$ cat src/sdfe_pkg.sv
// Purpose: shared constants and types of the sigma-delta serial front end
// Assumes: one kernel clock at 250 MHz, synchronous active-low reset
// Notes: field encodings, counter widths and reset values live here
package sdfe_pkg;

  // kernel clock period in ns, for reference by users of the package
  localparam int CLK_PERIOD_NS = 4;

  // channel count and per-channel field widths
  localparam int NUM_CH = 8;
  localparam int CH_IDX_W = 3;

  // interface type field encodings
  localparam logic [1:0] SIT_SPI_RISE = 2'h0;
  localparam logic [1:0] SIT_SPI_FALL = 2'h1;
  localparam logic [1:0] SIT_MAN_RISE_ZERO = 2'h2;
  localparam logic [1:0] SIT_MAN_RISE_ONE = 2'h3;

  // spi clock source field encodings
  localparam logic [1:0] SPICK_EXT = 2'h0;
  localparam logic [1:0] SPICK_OUT = 2'h1;
  localparam logic [1:0] SPICK_HALF_RISE = 2'h2;
  localparam logic [1:0] SPICK_HALF_FALL = 2'h3;

  // output clock stop: 4 kernel clocks, or 1 kernel clock plus 3 audio clocks
  localparam logic [2:0] DRAIN_DONE = 3'h4;
  localparam logic [2:0] DRAIN_RST = 3'h0;

  // manchester interval counter width, saturating
  localparam int MAN_CNT_W = 9;
  localparam logic [MAN_CNT_W-1:0] MAN_CNT_MAX = 9'h1ff;

  // conversion duration counter
  localparam int DUR_W = 28;
  localparam logic [DUR_W-1:0] DUR_RST = 28'h000_0000;
  localparam logic [DUR_W-1:0] DUR_MAX = 28'hfff_ffff;

  // expected input clock count width
  localparam int EXP_W = 20;
  localparam logic [EXP_W-1:0] EXP_RST = 20'h0_0000;
  localparam logic [EXP_W-1:0] FASTSINC_ORDER = 20'h0_0004;
  localparam logic [EXP_W-1:0] FASTSINC_TAIL = 20'h0_0002;

  // sample stream buffer
  localparam int SAMPLE_W = 4;
  localparam int FIFO_DEPTH = 16;

  // output clock generator states
  typedef enum logic [1:0] {CK_OFF, CK_RUN, CK_DRAIN} ckstate_e;

endpackage : sdfe_pkg

$ cat src/sample_fifo.sv
// Purpose: sample buffer with valid/ready on both sides and a registered head
// Assumes: single clock, synchronous active-low reset
// Notes: in_ready_o is low exactly when the array holds DEPTH words
`timescale 1ns/100ps
module sample_fifo #(
  parameter int WIDTH = 4,
  parameter int DEPTH = 16
) (
  // clock and reset
  input wire logic clk_i,
  input wire logic rst_n_i,
  // fill side
  input wire logic in_valid_i,
  input wire logic [WIDTH-1:0] in_data_i,
  output logic in_ready_o,
  // drain side
  output logic out_valid_o,
  output logic [WIDTH-1:0] out_data_o,
  input wire logic out_ready_i
);
  localparam int PW = $clog2(DEPTH);
  localparam int CW = $clog2(DEPTH + 1);
  localparam logic [CW-1:0] DEPTH_C = CW'(DEPTH);

  logic [WIDTH-1:0] mem [DEPTH]; // storage array
  logic [PW-1:0] wr_q, wr_d; // write pointer
  logic [PW-1:0] rd_q, rd_d; // read pointer
  logic [CW-1:0] cnt_q, cnt_d; // words held in the array
  logic ov_q, ov_d; // head register valid
  logic [WIDTH-1:0] od_q, od_d; // head register data
  logic push, pop; // array transfers

  // next-state: the head register refills from the array whenever it empties
  always_comb begin
    push = in_valid_i && (cnt_q != DEPTH_C);
    pop = (cnt_q != '0) && (!ov_q || out_ready_i);
    wr_d = push ? wr_q + 1'b1 : wr_q;
    rd_d = pop ? rd_q + 1'b1 : rd_q;
    cnt_d = cnt_q + CW'(push) - CW'(pop);
    ov_d = pop ? 1'b1 : (out_ready_i ? 1'b0 : ov_q);
    od_d = pop ? mem[rd_q] : od_q;
  end

  // registers; the array itself needs no reset
  always_ff @(posedge clk_i) begin
    if (!rst_n_i) begin
      wr_q <= '0;
      rd_q <= '0;
      cnt_q <= '0;
      ov_q <= 1'b0;
      od_q <= '0;
    end else begin
      wr_q <= wr_d;
      rd_q <= rd_d;
      cnt_q <= cnt_d;
      ov_q <= ov_d;
      od_q <= od_d;
    end
  end

  // array write port
  always_ff @(posedge clk_i) begin
    if (push) begin
      mem[wr_q] <= in_data_i;
    end
  end

  assign in_ready_o = (cnt_q != DEPTH_C);
  assign out_valid_o = ov_q;
  assign out_data_o = od_q;
endmodule : sample_fifo

$ cat src/sigma_delta_serial_frontend.sv
// Purpose: serial front end: output clock, 8 spi/manchester receivers, duration timer
// Assumes: pins and the audio clock are asynchronous; config ports are on CLK_I
// Notes: received bits leave as {channel, bit} words through a 16-word buffer
`timescale 1ns/100ps
module sigma_delta_serial_frontend
  import sdfe_pkg::*;
(
  // clock and reset
  input wire logic CLK_I,
  input wire logic RST_N_I,
  input wire logic AUDIO_CLK_I,
  // global and clock control
  input wire logic GLOBAL_UNIT_ENABLE_I,
  input wire logic OUT_CLOCK_SOURCE_SELECT_I,
  input wire logic [7:0] OUT_CLOCK_DIVIDER_I,
  output logic OUT_CLOCK_O,
  output logic OUT_CLOCK_ACTIVE_O,
  // channel control and status
  input wire logic [NUM_CH-1:0] CHANNEL_ENABLE_I,
  input wire logic [2*NUM_CH-1:0] SERIAL_INTERFACE_TYPE_I,
  input wire logic [2*NUM_CH-1:0] SPI_CLOCK_SOURCE_SELECT_I,
  input wire logic [NUM_CH-1:0] CLOCK_LOSS_FLAG_CLEAR_I,
  output logic [NUM_CH-1:0] CLOCK_LOSS_FLAG_O,
  // serial pins
  input wire logic [NUM_CH-1:0] EXT_SERIAL_CLOCK_IN_I,
  input wire logic [NUM_CH-1:0] SERIAL_DATA_IN_I,
  // received bit stream
  output logic SAMPLE_VALID_O,
  output logic [SAMPLE_W-1:0] SAMPLE_DATA_O,
  input wire logic SAMPLE_READY_I,
  // conversion timing
  input wire logic CONV_TRIGGER_I,
  input wire logic CONV_END_I,
  input wire logic [CH_IDX_W-1:0] MEAS_CHANNEL_I,
  input wire logic [9:0] FILTER_OVERSAMPLING_RATIO_I,
  input wire logic [7:0] INTEGRATOR_OVERSAMPLING_RATIO_I,
  input wire logic [2:0] FILTER_ORDER_I,
  input wire logic FAST_SINC_I,
  input wire logic FAST_CONT_I,
  output logic [DUR_W-1:0] CONVERSION_DURATION_COUNT_O,
  output logic [EXP_W-1:0] EXPECTED_INPUT_CLOCKS_O
);

  // input clocks per conversion from the filter settings
  function automatic logic [EXP_W-1:0] conv_clocks(input logic [9:0] filter_oversampling_ratio_f,
      input logic [7:0] ior_f, input logic [2:0] filter_order, input logic fastsinc,
      input logic later);
    logic [EXP_W-1:0] filter_oversampling_ratio;
    logic [EXP_W-1:0] integrator_oversampling_ratio;
    filter_oversampling_ratio = EXP_W'(filter_oversampling_ratio_f) + 1'b1;
    integrator_oversampling_ratio = EXP_W'(ior_f) + 1'b1;
    if (filter_oversampling_ratio_f == '0) begin
      conv_clocks = integrator_oversampling_ratio;
    end else if (later) begin
      conv_clocks = EXP_W'(filter_oversampling_ratio * integrator_oversampling_ratio);
    end else if (fastsinc) begin
      conv_clocks = EXP_W'(filter_oversampling_ratio * (integrator_oversampling_ratio - 1'b1 + FASTSINC_ORDER)) + FASTSINC_TAIL;
    end else begin
      conv_clocks = EXP_W'(filter_oversampling_ratio * (integrator_oversampling_ratio - 1'b1 + EXP_W'(filter_order))) + EXP_W'(filter_order);
    end
  endfunction : conv_clocks

  // lowest pending channel: {found, index}
  function automatic logic [CH_IDX_W:0] pick(input logic [NUM_CH-1:0] p);
    pick = '0;
    for (int k = NUM_CH - 1; k >= 0; k--) begin
      if (p[k]) begin
        pick = {1'b1, CH_IDX_W'(k)};
      end
    end
  endfunction : pick

  // ---------------- output clock generator ----------------
  logic au_m, au_s, au_p; // audio clock synchroniser and edge history
  logic audio_edge; // one rising audio edge seen
  ckstate_e ck_q, ck_d; // generator state
  logic [7:0] div_q, div_d; // divider phase
  logic [2:0] drain_q, drain_d; // clocks counted since the disable
  logic sel_q, sel_d; // source latched while stopped
  logic ckout_q, ckout_d; // output clock level
  logic orise_q, orise_d; // output clock rose this cycle
  logic ofall_q, ofall_d; // output clock fell this cycle
  logic adv; // divider advance enable
  logic div_zero;
  logic act_q, act_d; // generator running or draining, kept in a flop for the pin

  // next-state of the output clock; the source only moves while stopped
  always_comb begin
    audio_edge = au_s & ~au_p;
    div_zero = (OUT_CLOCK_DIVIDER_I == 8'h00);
    adv = sel_q ? audio_edge : 1'b1;
    ck_d = ck_q;
    drain_d = drain_q;
    sel_d = sel_q;
    div_d = div_q;
    case (ck_q)
      CK_OFF: begin
        sel_d = OUT_CLOCK_SOURCE_SELECT_I;
        div_d = 8'h00;
        drain_d = DRAIN_RST;
        if (GLOBAL_UNIT_ENABLE_I && !div_zero) begin
          ck_d = CK_RUN;
        end
      end
      CK_RUN: begin
        if (div_zero) begin
          ck_d = CK_OFF;
        end else if (!GLOBAL_UNIT_ENABLE_I) begin
          ck_d = CK_DRAIN;
          drain_d = DRAIN_RST + 1'b1;
        end
      end
      default: begin
        // first drain clock is a kernel clock either way, then audio clocks when audio-sourced, kernel clocks otherwise
        drain_d = drain_q + 3'((sel_q ? audio_edge : 1'b1));
        if (drain_d == DRAIN_DONE || div_zero) begin
          ck_d = CK_OFF;
        end
      end
    endcase
    if (ck_q != CK_OFF && adv) begin
      div_d = (div_q >= OUT_CLOCK_DIVIDER_I) ? 8'h00 : div_q + 1'b1;
    end
    ckout_d = (ck_d != CK_OFF) && !div_zero && (div_d <= (OUT_CLOCK_DIVIDER_I >> 1));
    orise_d = ckout_d & ~ckout_q;
    ofall_d = ~ckout_d & ckout_q;
    act_d = (ck_d != CK_OFF);
  end

  // output clock registers; reset restarts the divider
  always_ff @(posedge CLK_I) begin
    au_m <= AUDIO_CLK_I;
    au_s <= au_m;
    au_p <= au_s;
    if (!RST_N_I) begin
      ck_q <= CK_OFF;
      div_q <= 8'h00;
      drain_q <= DRAIN_RST;
      sel_q <= 1'b0;
      ckout_q <= 1'b0;
      orise_q <= 1'b0;
      ofall_q <= 1'b0;
      act_q <= 1'b0;
    end else begin
      ck_q <= ck_d;
      div_q <= div_d;
      drain_q <= drain_d;
      sel_q <= sel_d;
      ckout_q <= ckout_d;
      orise_q <= orise_d;
      ofall_q <= ofall_d;
      act_q <= act_d;
    end
  end

  assign OUT_CLOCK_O = ckout_q;
  assign OUT_CLOCK_ACTIVE_O = act_q;

  // ---------------- serial receivers ----------------
  wire [NUM_CH-1:0] flag_w; // loss flags
  wire [NUM_CH-1:0] samp_w; // a bit was sampled this cycle
  wire [NUM_CH-1:0] pend_w; // bit waiting for the buffer
  wire [NUM_CH-1:0] bit_w; // waiting bit value
  logic [CH_IDX_W:0] sel_ch; // arbiter choice
  logic [NUM_CH-1:0] grant; // one-hot take into the buffer
  logic fifo_ready; // buffer can take a word

  // lowest channel wins the buffer; other pending bits wait their turn
  always_comb begin
    sel_ch = pick(pend_w);
    grant = '0;
    if (sel_ch[CH_IDX_W] && fifo_ready) begin
      grant[sel_ch[CH_IDX_W-1:0]] = 1'b1;
    end
  end

  for (genvar i = 0; i < NUM_CH; i++) begin : g_ch
    logic ck_m, ck_s, ck_p; // clock pin synchroniser and history
    logic dt_m, dt_s, dt_p; // data pin synchroniser and history
    logic sync_q, sync_d; // receiver synchronised
    logic flag_q, flag_d; // clock loss flag
    logic par_q, par_d; // halved-clock phase
    logic pend_q, pend_d; // sampled bit awaiting the buffer
    logic bit_q, bit_d; // sampled bit value
    logic [MAN_CNT_W-1:0] mc_q, mc_d; // kernel clocks since last mid-bit edge
    logic en, clk_seen, samp, sbit, half_edge, mid, d_edge;
    logic [1:0] styp, ssrc;

    // sampling point selection per source and interface type
    always_comb begin
      en = GLOBAL_UNIT_ENABLE_I & CHANNEL_ENABLE_I[i];
      styp = SERIAL_INTERFACE_TYPE_I[2*i +: 2];
      ssrc = SPI_CLOCK_SOURCE_SELECT_I[2*i +: 2];
      d_edge = dt_s ^ dt_p;
      half_edge = (ssrc == SPICK_HALF_RISE) ? ofall_q : orise_q;
      mid = 1'b0;
      sbit = dt_s;
      mc_d = (mc_q == MAN_CNT_MAX) ? mc_q : mc_q + 1'b1;
      if (styp[1]) begin
        // only the data pin is used; a long interval marks a mid-bit edge
        clk_seen = d_edge;
        mid = d_edge && sync_q && (mc_q > MAN_CNT_W'(OUT_CLOCK_DIVIDER_I));
        samp = mid;
        sbit = (styp == SIT_MAN_RISE_ONE) ? dt_s : ~dt_s;
        if (d_edge && (!sync_q || mid)) begin
          mc_d = '0;
        end
      end else begin
        case (ssrc)
          SPICK_EXT: begin
            clk_seen = ck_s ^ ck_p;
            samp = (styp == SIT_SPI_FALL) ? (ck_p & ~ck_s) : (ck_s & ~ck_p);
          end
          SPICK_OUT: begin
            clk_seen = orise_q | ofall_q;
            samp = (styp == SIT_SPI_FALL) ? ofall_q : orise_q;
          end
          default: begin
            clk_seen = half_edge;
            samp = half_edge & par_q;
          end
        endcase
      end
      samp = samp & sync_q & en;
      sync_d = en & (sync_q | clk_seen);
      // a clear only lands once synchronised; loss of sync sets the flag
      flag_d = ~sync_d | (flag_q & ~CLOCK_LOSS_FLAG_CLEAR_I[i]);
      par_d = sync_d & (par_q ^ (half_edge & sync_q));
      pend_d = (pend_q & ~grant[i]) | samp;
      bit_d = samp ? sbit : bit_q;
    end

    // receiver registers
    always_ff @(posedge CLK_I) begin
      ck_m <= EXT_SERIAL_CLOCK_IN_I[i];
      ck_s <= ck_m;
      ck_p <= ck_s;
      dt_m <= SERIAL_DATA_IN_I[i];
      dt_s <= dt_m;
      dt_p <= dt_s;
      if (!RST_N_I) begin
        sync_q <= 1'b0;
        flag_q <= 1'b1;
        par_q <= 1'b0;
        pend_q <= 1'b0;
        bit_q <= 1'b0;
        mc_q <= '0;
      end else begin
        sync_q <= sync_d;
        flag_q <= flag_d;
        par_q <= par_d;
        pend_q <= pend_d;
        bit_q <= bit_d;
        mc_q <= mc_d;
      end
    end

    assign flag_w[i] = flag_q;
    assign samp_w[i] = samp;
    assign pend_w[i] = pend_q;
    assign bit_w[i] = bit_q;

  end

  assign CLOCK_LOSS_FLAG_O = flag_w;

  // the buffer stalls the arbiter; a channel sampling again while its bit
  // still waits overwrites it, so the drain side must keep up
  sample_fifo #(
    .WIDTH(SAMPLE_W),
    .DEPTH(FIFO_DEPTH)
  ) u_fifo (
    .clk_i(CLK_I),
    .rst_n_i(RST_N_I),
    .in_valid_i(sel_ch[CH_IDX_W]),
    .in_data_i({sel_ch[CH_IDX_W-1:0], bit_w[sel_ch[CH_IDX_W-1:0]]}),
    .in_ready_o(fifo_ready),
    .out_valid_o(SAMPLE_VALID_O),
    .out_data_o(SAMPLE_DATA_O),
    .out_ready_i(SAMPLE_READY_I)
  );

  // ---------------- conversion duration timer ----------------
  logic armed_q, armed_d; // trigger seen, waiting for first sample
  logic run_q, run_d; // counting kernel clocks
  logic later_q, later_d; // a fast continuous conversion already ended
  logic [DUR_W-1:0] cnt_q, cnt_d; // clocks since first sample
  logic [DUR_W-1:0] last_q, last_d; // count at most recent sample
  logic [DUR_W-1:0] dur_q, dur_d; // published duration
  logic [EXP_W-1:0] exp_q, exp_d; // expected input clocks
  logic meas_samp, bypass;

  // counting keeps running through channel disable, so gaps are included
  always_comb begin
    meas_samp = samp_w[MEAS_CHANNEL_I];
    bypass = (FILTER_OVERSAMPLING_RATIO_I == 10'h000);
    armed_d = armed_q;
    run_d = run_q;
    cnt_d = (cnt_q == DUR_MAX) ? cnt_q : cnt_q + 1'b1;
    last_d = last_q;
    dur_d = dur_q;
    later_d = later_q & FAST_CONT_I;
    if (CONV_TRIGGER_I) begin
      armed_d = 1'b1;
      run_d = 1'b0;
    end else if (armed_q && meas_samp) begin
      armed_d = 1'b0;
      run_d = 1'b1;
      cnt_d = DUR_RST;
      last_d = DUR_RST;
    end else if (run_q && meas_samp) begin
      last_d = cnt_d;
    end
    if (CONV_END_I) begin
      dur_d = (bypass || !run_q) ? DUR_RST : last_d;
      armed_d = 1'b0;
      run_d = 1'b0;
      later_d = FAST_CONT_I;
    end
    exp_d = conv_clocks(FILTER_OVERSAMPLING_RATIO_I, INTEGRATOR_OVERSAMPLING_RATIO_I,
                        FILTER_ORDER_I, FAST_SINC_I, later_q);
  end

  // duration registers
  always_ff @(posedge CLK_I) begin
    if (!RST_N_I) begin
      armed_q <= 1'b0;
      run_q <= 1'b0;
      later_q <= 1'b0;
      cnt_q <= DUR_RST;
      last_q <= DUR_RST;
      dur_q <= DUR_RST;
      exp_q <= EXP_RST;
    end else begin
      armed_q <= armed_d;
      run_q <= run_d;
      later_q <= later_d;
      cnt_q <= cnt_d;
      last_q <= last_d;
      dur_q <= dur_d;
      exp_q <= exp_d;
    end
  end

  assign CONVERSION_DURATION_COUNT_O = dur_q;
  assign EXPECTED_INPUT_CLOCKS_O = exp_q;
endmodule : sigma_delta_serial_frontend

$ cat config.mk
export PLATFORM = sky130hd
export DESIGN_NAME = sigma_delta_serial_frontend
export DESIGN_NICKNAME = d
export VERILOG_FILES = /design/src/sdfe_pkg.sv /design/src/sample_fifo.sv /design/src/sigma_delta_serial_frontend.sv
export SDC_FILE = /design/constraint.sdc
export NUM_CORES = 1
export LEC_CHECK = 0
export BUFFER_PORTS_ARGS = -buffer_cell sky130_fd_sc_hd__clkbuf_2
export CORE_ASPECT_RATIO = 1.2
export CORE_MARGIN = 4
export CORE_UTILIZATION = 40
export DETAILED_ROUTE_END_ITERATION = 16
export GPL_TIMING_DRIVEN = 1
export PLACE_DENSITY = 0.54
export REMOVE_ABC_BUFFERS = 1
export SKIP_CTS_REPAIR_TIMING = 1
export SLEW_MARGIN = 10
export SYNTH_ARGS = -nofsm -noshare
export SYNTH_HDL_FRONTEND = slang
export SYNTH_HIERARCHICAL = 1
export SYNTH_SLANG_ARGS = --single-unit
$ cat constraint.sdc
create_clock -name CLK_I -period 9.1 [get_ports CLK_I]
set_input_delay 0.455 -clock CLK_I [delete_from_list [all_inputs] [get_ports CLK_I]]
set_output_delay 0.455 -clock CLK_I [all_outputs]
set_load 0.1 [all_outputs]
After elaboration in Yosys (flattened, before gate mapping):

Memories as Yosys holds them, arrays and structs flattened. A register that Yosys moved wholly into a read port is not among the register bits.
Index checks and enable logic that the tools add are counted.

* register bits: 302
* latch bits: 0
* memory bits (writable): 64
* memory bits (read-only): 0
* bits of input ports: 106
* output and inout port bits: 63
* logic and storage cells: 612
* memories: 1

Memories
* u_fifo.mem: depth 16, bits a word 4, rd ports 1, clocked after Yosys merged registers in 1, wr ports 1, RTL line sample_fifo.sv:25 `logic [WIDTH-1:0] mem [DEPTH];`

* add/subtract/negate cells: 22
* $mul: 3
* divide/modulo/power cells: 0
* $lt $le $gt $ge: 13
* equal/unequal tests: 46
* shifts and indexed selects: 0
* mux-type cells: 141
* bitwise operators: 193
* reductions and logical operators: 75

Operators with widths (count)
* 9-bit 2-to-1 mux: 24
* 28-bit 2-to-1 mux: 7
* 1-bit AND: 92
* 9-bit by 1-bit adder with 9-bit output, second input constant: 8
* 9-bit == test, second input constant: 8
* 9-bit by 8-bit greater-than comparator with 1-bit output: 8
* 1-bit 2-to-1 mux: 68
* 20-bit 2-to-1 mux: 3
* 1-bit NOT: 52
* 2-bit by 1-bit == test with 1-bit output, second input constant: 17
* 1-bit logical AND: 33
* 2-bit == test, second input constant: 16
* 4-bit 2-to-1 mux: 8
* 8-bit 2-to-1 mux: 4
* 1-bit one-hot mux with 2 select lines: 16
* 28-bit by 1-bit adder with 28-bit output, second input constant: 1
* 28-bit == test, second input constant: 1
* 1-bit bitwise OR: 25
* 1-bit XOR: 24
* 20-bit by 2-bit adder with 20-bit output, second input constant: 1
* 20-bit by 3-bit adder with 20-bit output: 1
* 20-bit by 3-bit adder with 20-bit output, second input constant: 1
* 11-bit by 20-bit multiplier with 20-bit output: 1
* 11-bit by 9-bit multiplier with 20-bit output: 1
* other kinds (33): 73

Logic depth before layout (Yosys ltp):

Gate-level depths: netlist (run 1).

* depth after elaboration: 16
* mapped depth: 33
* mapped depth without buffers: 31

Cells and area by module:

Netlist (run 1), hierarchy kept.

By module, submodules not included
* sigma_delta_serial_frontend: times used 1, cells an instance 3071, area an instance 26626.8 µm², sequential area each 5765.5 µm²
* sample_fifo: times used 1, cells an instance 217, area an instance 3470.8 µm², sequential area each 2282.2 µm²

Worst setup path before layout (run 1):

Ideal clock, no wire load.

* kind: input -> register
* start: in INTEGRATOR_OVERSAMPLING_RATIO_I[0]
* end: reg exp_q[19] (netlist: EXPECTED_INPUT_CLOCKS_O[19])
* library setup time: 118 ps
* arrival time: 7350 ps
* data required time: 8982 ps
* setup slack: 1631 ps
* stages on the path: 29
* buffers on the path: 2
* cell sequence: ha_1 -> buf_2 -> xor2_1 -> clkinv_1 -> fa_1 -> inv_1 -> a21oi_1 -> nor3b_2 -> and3_1 -> xnor2_1 -> clkbuf_1 -> nor2_1 -> fa_1 -> fa_1 -> fa_1 -> fa_1 -> inv_1 -> fa_1 -> inv_1 -> ha_1 -> a21o_1 -> or3_1 -> nand4_1 -> a31oi_1 -> a21o_1 -> a21oi_1 -> xnor2_1 -> mux2i_1 -> o2bb2ai_1

* longest elaborated chain between the ends: 8
* elaborated cells between the ends (all ways): 12
* those cells by class: add/sub (6); mul (3); mux (3)

Ends and longest elaborated chain
* start: declaration: RTL line sigma_delta_serial_frontend.sv:36 `input wire logic [7:0] INTEGRATOR_OVERSAMPLING_RATIO_I,`
* 8-bit by 1-bit adder with 9-bit output (*): RTL line sigma_delta_serial_frontend.sv:51 `integrator_oversampling_ratio = EXP_W'(ior_f) + 1'b1;`
* 9-bit by 1-bit subtractor with 10-bit output: RTL line sigma_delta_serial_frontend.sv:57, sigma_delta_serial_frontend.sv:59
* 20-bit by 3-bit adder with 20-bit output or 10-bit by 4-bit adder with 11-bit output (tied branches): RTL line sigma_delta_serial_frontend.sv:57, sigma_delta_serial_frontend.sv:59
* 11-bit by 20-bit multiplier with 20-bit output or 12-bit by 11-bit multiplier with 20-bit output (tied branches): RTL line sigma_delta_serial_frontend.sv:57, sigma_delta_serial_frontend.sv:59
* 20-bit by 2-bit adder with 20-bit output or 20-bit by 3-bit adder with 20-bit output (tied branches): RTL line sigma_delta_serial_frontend.sv:57, sigma_delta_serial_frontend.sv:59
* 20-bit 2-to-1 mux: RTL line sigma_delta_serial_frontend.sv:56 `end else if (fastsinc) begin`
* 20-bit 2-to-1 mux (*): RTL line sigma_delta_serial_frontend.sv:54 `end else if (later) begin`
* 20-bit 2-to-1 mux (*): RTL line sigma_delta_serial_frontend.sv:52 `if (filter_oversampling_ratio_f == '0) begin`
* end signal: assignment: RTL line sigma_delta_serial_frontend.sv:341 `exp_q <= exp_d;`
* end: declaration: RTL line sigma_delta_serial_frontend.sv:290 `logic [EXP_W-1:0] exp_q, exp_d;`

Every way passes the cells marked *; elsewhere a longest branch is shown, timed or not.
A chain may end at the register's enable or synchronous reset.

Final worst setup path (run 1):

Same ends and word-level chain as after synthesis.

==> results of run 1 <==
[critical path, delay by kind of cell]
kind | cells | cell delay [ns]
adder cells (fa/ha/maj) | 8 | 3.97
AND/OR/NAND/NOR | 5 | 1.29
XOR/XNOR | 3 | 0.98
AO/OA/AOI/OAI | 6 | 0.92
buffers and inverters | 5 | 0.74
multiplexers | 1 | 0.09
[per-stage QoR]
step	total power (uW)	util, %	instance area [um2]	std cells
floorplan	5530	-	29500	3169
global placement	6810	43.4	32200	4397
detailed placement	6830	43.4	32200	4397
CTS	8660	45.4	33700	4473
global route	9360	45.6	33800	4490
finish	8570	45.6	33800	4490
[sequential cells by signal, indices dropped and copies added (netlist names), 20 cells and up]
signal and count:
CONVERSION_DURATION_COUNT_O 28, EXPECTED_INPUT_CLOCKS_O 20, cnt_q 28, g_ch.mc_q 72, last_q 28, u_fifo/mem 64
[synth_stat cells (7+ instances only)]
library cell | count | area share [%]
buf_4 | 11 | 0.27
o22ai_1 | 9 | 0.19
and2_1 | 99 | 2.1
mux2i_1 | 27 | 0.90
buf_2 | 24 | 0.40
nand2_1 | 298 | 3.7
a31oi_1 | 11 | 0.23
o21ai_0 | 97 | 1.6
a21o_1 | 24 | 0.60
dfxtp_1 | 306 | 20
o21bai_1 | 7 | 0.17
o21ai_1 | 15 | 0.25
fa_1 | 261 | 17
a21oi_1 | 129 | 2.1
mux4_1 | 12 | 1.0
inv_1 | 437 | 5.4
o211ai_1 | 7 | 0.17
nor3b_1 | 15 | 0.37
nor3_1 | 42 | 0.70
and4_1 | 7 | 0.20
clkbuf_1 | 76 | 0.95
or2_2 | 10 | 0.21
and3_1 | 24 | 0.50
o21a_1 | 23 | 0.57
o31ai_1 | 9 | 0.22
a311oi_1 | 9 | 0.26
a211oi_1 | 40 | 1.0
nor2b_1 | 30 | 0.62
nand3_1 | 71 | 1.2
mux4_2 | 14 | 1.0
ha_1 | 261 | 11
edfxtp_1 | 64 | 6.4
o2bb2ai_1 | 10 | 0.29
nor2_1 | 326 | 4.1
xor2_1 | 74 | 2.2
or3_1 | 24 | 0.50
o2bb2ai_2 | 20 | 1.0
a221o_1 | 30 | 1.0
xnor2_1 | 134 | 3.9
nand4_1 | 49 | 1.0
nand2b_1 | 66 | 1.4
[power breakdown]
group,switching (uW),internal [uW],total [uW]
sequential,68.7,1750,1820
clock,723,1040,1770
combinational,3050,1940,4990
total,3840,4730,8570
[logic make-up (layout without fill, tap and decap cells)]
| family | count (synthesis) | after routing | share of synthesized area, % |
|---|---|---|---|
| buf+inv | 562 | 764 | 7.40 |
| simple gates | 1087 | 1087 | 17.3 |
| xor+xnor | 213 | 213 | 6.36 |
| flops | 370 | 370 | 26.7 |
| mux | 54 | 54 | 3.03 |
| other cells | 0 | 1 | 0 |
| compound gates | 480 | 480 | 11.0 |
| fa+ha+maj | 522 | 522 | 28.2 |
[worst max path at each step]
stage                                                   from                                endpoint  cells past startpoint
final                     INTEGRATOR_OVERSAMPLING_RATIO_I[0]  EXPECTED_INPUT_CLOCKS_O[19]$_SDFF_PP0_                     28
after global routing      INTEGRATOR_OVERSAMPLING_RATIO_I[0]  EXPECTED_INPUT_CLOCKS_O[19]$_SDFF_PP0_                     28
after CTS                 INTEGRATOR_OVERSAMPLING_RATIO_I[0]  EXPECTED_INPUT_CLOCKS_O[19]$_SDFF_PP0_                     28
after detailed placement  INTEGRATOR_OVERSAMPLING_RATIO_I[0]  EXPECTED_INPUT_CLOCKS_O[19]$_SDFF_PP0_                     28
after global placement    INTEGRATOR_OVERSAMPLING_RATIO_I[0]  EXPECTED_INPUT_CLOCKS_O[19]$_SDFF_PP0_                     25
after floorplan           INTEGRATOR_OVERSAMPLING_RATIO_I[0]  EXPECTED_INPUT_CLOCKS_O[19]$_SDFF_PP0_                     28
[routing by layer]
layer / up-vias / track usage [%] / part of all wire, %
met5: - / 0 / 0.024
met4: 2 / 5.96 / 3.0
met3: 134 / 3.16 / 4.5
met2: 461 / 37.1 / 50
met1: 11200 / 26.4 / 43
li1: 11200 / - / -
[final cells by class]
| type | count | share of cell area [%] |
|---|---|---|
| multi-input combinational | 2356 | 58.9 |
| clock inverter | 20 | 0.862 |
| antenna | 1 | 0.00740 |
| timing repair buffer | 245 | 4.31 |
| sequential | 370 | 23.8 |
| tap | 999 | 3.70 |
| clock buffer | 56 | 3.50 |
| inverter | 443 | 4.92 |
==> flow_summary.toml, run 1 <==
[worst_setup_path]
reg2reg_from = "div_q[0]$_SDFF_PN0_"
critPathArrivalTime_ns = 8.48
r2r_setup_slack_ns = 4.88
cp.required_ns = 9.56
r2r_end = "orise_q$_SDFF_PN0_"
crit_type = "primary input to flip-flop"
cp-end-kind = "flip-flop"
r2r_cells = 21
slowest_delay_ns = 0.55
cp_slowest_cell = "fa_1"
critPathLaunchType = "primary input"
worstPathMaxFanout = 11
crit_path_frequent_cell = "fa_1"

[detailed_routing]
ant_nets = 0
drcViolationCount = 0
route.vias.total = 23000
post_drt_via_cell_ratio = 5.12
routed_wirelength_um = 83000
drtPass1Iterations = 5
drtIter0Drc = 1007
wl_per_cell_um = 18.5

[power_and_ir_drop]
power_density_mw_per_mm2 = 253
power_leakage_uw = 0.0152
irDropWorstVdd_mv = 0.224

[min_path]
worstHoldPathCells = 2
holdPathEnd = "g_ch[7].flag_q$_SDFF_PN1_"
hold_path.startpoint = "CLOCK_LOSS_FLAG_CLEAR_I[7]"
hold_class = "primary input to flip-flop"

[yosys]
yosysWarnings = 6
ys_ff_latch = 370
yosys.cell_types.count = 91
ys.flop_type = "dfxtp_1"
syn_area_mm2 = 0.0301
yosysSeqAreaShare_pct = 26.7
async_reset_ff_share_pct = 0
synth_edf_count = 64
syn_area_per_cell_um2 = 9.15
postSynthCellCount = 3288

[grt]
antenna_found_initial = 2
grt_pass1_vias = 23600
grt_pass1_wl_um = 132000
overflow = 0
grt_usage_pct = 20.9
grt_max_degree = 38

[clock_tree]
htree_levels = 2
clk_pin_slew_ns = 0.06
clockBufferDepth = 3
cts_tree = "built"
cts_buffers = 42
cts.sinks = 370
clock_latency_ns = 0.61
cts_root_buf = "clkbuf_16"

[placed_design]
place_ws_ns = 0.607
hpwl_um = 63400
globalplace.congestion = 0.885
io_buffer_count = 168

[sta]
worst_pin_slew_ns = 1.13
fin_crit_sh_pct = 88.1
fmax_mhz = 125
maxSlewViolCount = 0
min_period_ns = 8.01
holdWs_ns = 0.0240
rsz0062_at_grt = "no"
relSlewSlack_pct = 23.9
setup_tns_ns = 0
fin_skew_ns = 0.0702
finalSetupViolations = 0
finalHoldViolCount = 0
setup_ws_ns = 1.09

[finish]
nNetsFinal = 4086
area_growth_pct = 12.4
drive_gt1_share_pct = 10.8
multiInputGateArea_mm2 = 0.0199
mostFrequentLayoutCells = "inv_1 (437), nor2_1 (326), dfxtp_1 (306)"
final_common_cell = "inv_1"
fill_cells = 7374
seq_area_mm2 = 0.00805

[run_status]
outcome = "completed"

[floorplanning]
die_y_um = 308
coreArea_mm2 = 0.0742
die_area_mm2 = 0.0797
design.portCount = 169
num_rows = 109
initial_core_util_pct = 40.6
die_x_um = 258

[run]
maxCapViolations = 0
Note: power is estimated with default switching activity, not from simulation.
==> inputs of run 2 (changes only) <==
--- a/config.mk
+++ b/config.mk
@@ -6,12 +6,13 @@
 export NUM_CORES = 1
 export LEC_CHECK = 0
 export BUFFER_PORTS_ARGS = -buffer_cell sky130_fd_sc_hd__clkbuf_2
+export CAP_MARGIN = 20
 export CORE_ASPECT_RATIO = 1.2
 export CORE_MARGIN = 4
-export CORE_UTILIZATION = 40
+export CORE_UTILIZATION = 53
 export DETAILED_ROUTE_END_ITERATION = 16
 export GPL_TIMING_DRIVEN = 1
-export PLACE_DENSITY = 0.54
+export PLACE_DENSITY = 0.69
 export REMOVE_ABC_BUFFERS = 1
 export SKIP_CTS_REPAIR_TIMING = 1
 export SLEW_MARGIN = 10
==> constraint.sdc (replaced) <==
create_clock -name CLK_I -period 9.1 [get_ports CLK_I]
set_input_delay 1.365 -clock CLK_I [delete_from_list [all_inputs] [get_ports CLK_I]]
set_output_delay 1.365 -clock CLK_I [all_outputs]
set_load 0.1 [all_outputs]
==> run 2 against run 1 <==
Against the previous run: first-iteration DRC count rose by 51%; sequential share of layout area rose by 0.32 points; die area fell by 24%; clock power down 5%; utilization up 14 points; setup slack lost 0.61 ns; final area fell by 1.3%; clock-buffer cell count is 2 lower; critical path depth rose by 1; global-route usage is 6.2 points higher.
==> flow_summary.toml, run 2 (synthesis gave the netlist of run 1 again) <==
[run_status]
outcome = "completed"

[power_and_ir_drop]
power_leakage_uw = 0.0151
power_density_mw_per_mm2 = 258
irDropWorstVdd_mv = 0.196

[finish]
layoutNonFillerInstCount = 4222
largest_register = "g_ch.mc_q"
mostFrequentLayoutCells = "inv_1 (437), nor2_1 (326), dfxtp_1 (306)"
area_growth_pct = 10.9
top_regs = "g_ch.mc_q (72), u_fifo/mem (64)"
fin_area_mm2 = 0.0334
final_common_cell = "inv_1"
drive_gt1_share_pct = 11.2
nNetsFinal = 4091
postLayoutCoreUtil_pct = 59.5
largest_reg_flops = 72

[worst_setup_path]
r2r_cells = 21
r2r_end = "orise_q$_SDFF_PN0_"
slowest_delay_ns = 0.60
cp.required_ns = 9.53
critPathLaunchType = "primary input"
crit_path_frequent_cell = "fa_1"
worstPathMaxFanout = 11
r2r_setup_slack_ns = 4.83
crit_type = "primary input to flip-flop"
cp-end-kind = "flip-flop"
cp_slowest_cell = "xnor2_1"
critPathArrivalTime_ns = 9.05
reg2reg_from = "div_q[0]$_SDFF_PN0_"

[grt]
overflow = 0
antenna_found_initial = 2
grt_max_degree = 38
grt_pass1_vias = 25200
grt_pass1_wl_um = 132000
grt_usage_pct = 27.1

[detailed_routing]
route.vias.total = 24100
routed_wirelength_um = 81200
wl_per_cell_um = 19.2
post_drt_via_cell_ratio = 5.70
drtPass1Iterations = 5
drtIter0Drc = 1522
drcViolationCount = 0
ant_nets = 0

[floorplanning]
design.portCount = 169
die_x_um = 226
num_rows = 95
die_area_mm2 = 0.0607
coreArea_mm2 = 0.0561
die_y_um = 269
initial_core_util_pct = 53.6

[sta]
rsz0062_at_grt = "no"
finalHoldViolCount = 0
finalSetupViolations = 0
maxSlewViolCount = 0
fin_skew_ns = 0.0299
relSlewSlack_pct = 29.6
min_period_ns = 8.62
fmax_mhz = 116
fin_crit_sh_pct = 94.7
worst_pin_slew_ns = 1.06
setup_tns_ns = 0

[placed_design]
hpwl_um = 62600
io_buffer_count = 168
dpl.cell_count = 4142
placed_area_mm2 = 0.0320
globalplace.congestion = 0.968

[min_path]
hold_path.startpoint = "g_ch[1].dt_m$_DFF_P_"
holdPathEnd = "g_ch[1].dt_s$_DFF_P_"
worstHoldPathCells = 0
hold_class = "flip-flop to flip-flop"

[run]
maxCapViolations = 0

[clock_tree]
clockBufferDepth = 3
cts.sinks = 370
cts_root_buf = "clkbuf_16"
cts_tree = "built"
clk_pin_slew_ns = 0.06
clock_latency_ns = 0.57
htree_levels = 2
cts_buffers = 40
## run 2: worst max path at each step
stage | from | end | slack (ns) | cells after the start
after floorplan | INTEGRATOR_OVERSAMPLING_RATIO_I[0] | EXPECTED_INPUT_CLOCKS_O[19]$_SDFF_PP0_ | 0.53 | 28
after global placement | INTEGRATOR_OVERSAMPLING_RATIO_I[0] | EXPECTED_INPUT_CLOCKS_O[18]$_SDFF_PP0_ | 0.26 | 29
after detailed placement | INTEGRATOR_OVERSAMPLING_RATIO_I[0] | EXPECTED_INPUT_CLOCKS_O[18]$_SDFF_PP0_ | 0.03 | 29
after CTS | INTEGRATOR_OVERSAMPLING_RATIO_I[0] | EXPECTED_INPUT_CLOCKS_O[18]$_SDFF_PP0_ | 0.61 | 29
after global routing | INTEGRATOR_OVERSAMPLING_RATIO_I[0] | EXPECTED_INPUT_CLOCKS_O[18]$_SDFF_PP0_ | 0.03 | 29
final | INTEGRATOR_OVERSAMPLING_RATIO_I[0] | EXPECTED_INPUT_CLOCKS_O[18]$_SDFF_PP0_ | 0.48 | 29
## run 2: final cells by class
type	count	area [um2]
clock buffer	54	1120
clock inverter	18	241
fill	4891	22700
multi-input combinational	2356	19900
timing repair buffer	252	1510
tap	727	910
antenna	2	5.00
inverter	443	1660
sequential	370	8050
## run 2: critical path, delay by kind of cell
| family | cells | cell delay, ns |
|---|---|---|
| simple gates | 5 | 0.98 |
| compound gates | 9 | 2.16 |
| xor+xnor | 3 | 1.18 |
| buf+inv | 5 | 0.44 |
| fa+ha+maj | 7 | 2.94 |
## run 2: routing by layer
layer | vias up | track usage, % | wire (um)
li1 | 11200 | - | -
met2 | 745 | 48.8 | 41200
met4 | 0 | 10.8 | 3510
met1 | 11900 | 32.6 | 31600
met3 | 199 | 3.92 | 4820
met5 | - | 0 | 0
## run 2: metrics by stage
step,setup WS [ns],power [uW],hold WS (ns)
floorplan,0.527,5530,0.310
global placement,0.264,6760,0.312
detailed placement,0.0342,6920,0.312
CTS,0.607,8650,0.326
global route,0.0306,9360,0.331
finish,0.480,8630,0.326
## run 2: where the power goes
part           leakage, uW  internal, uW  switching (uW)
registers          0.00310          1750            67.4
clock network     0.000654           990             698
logic               0.0114          1970            3150
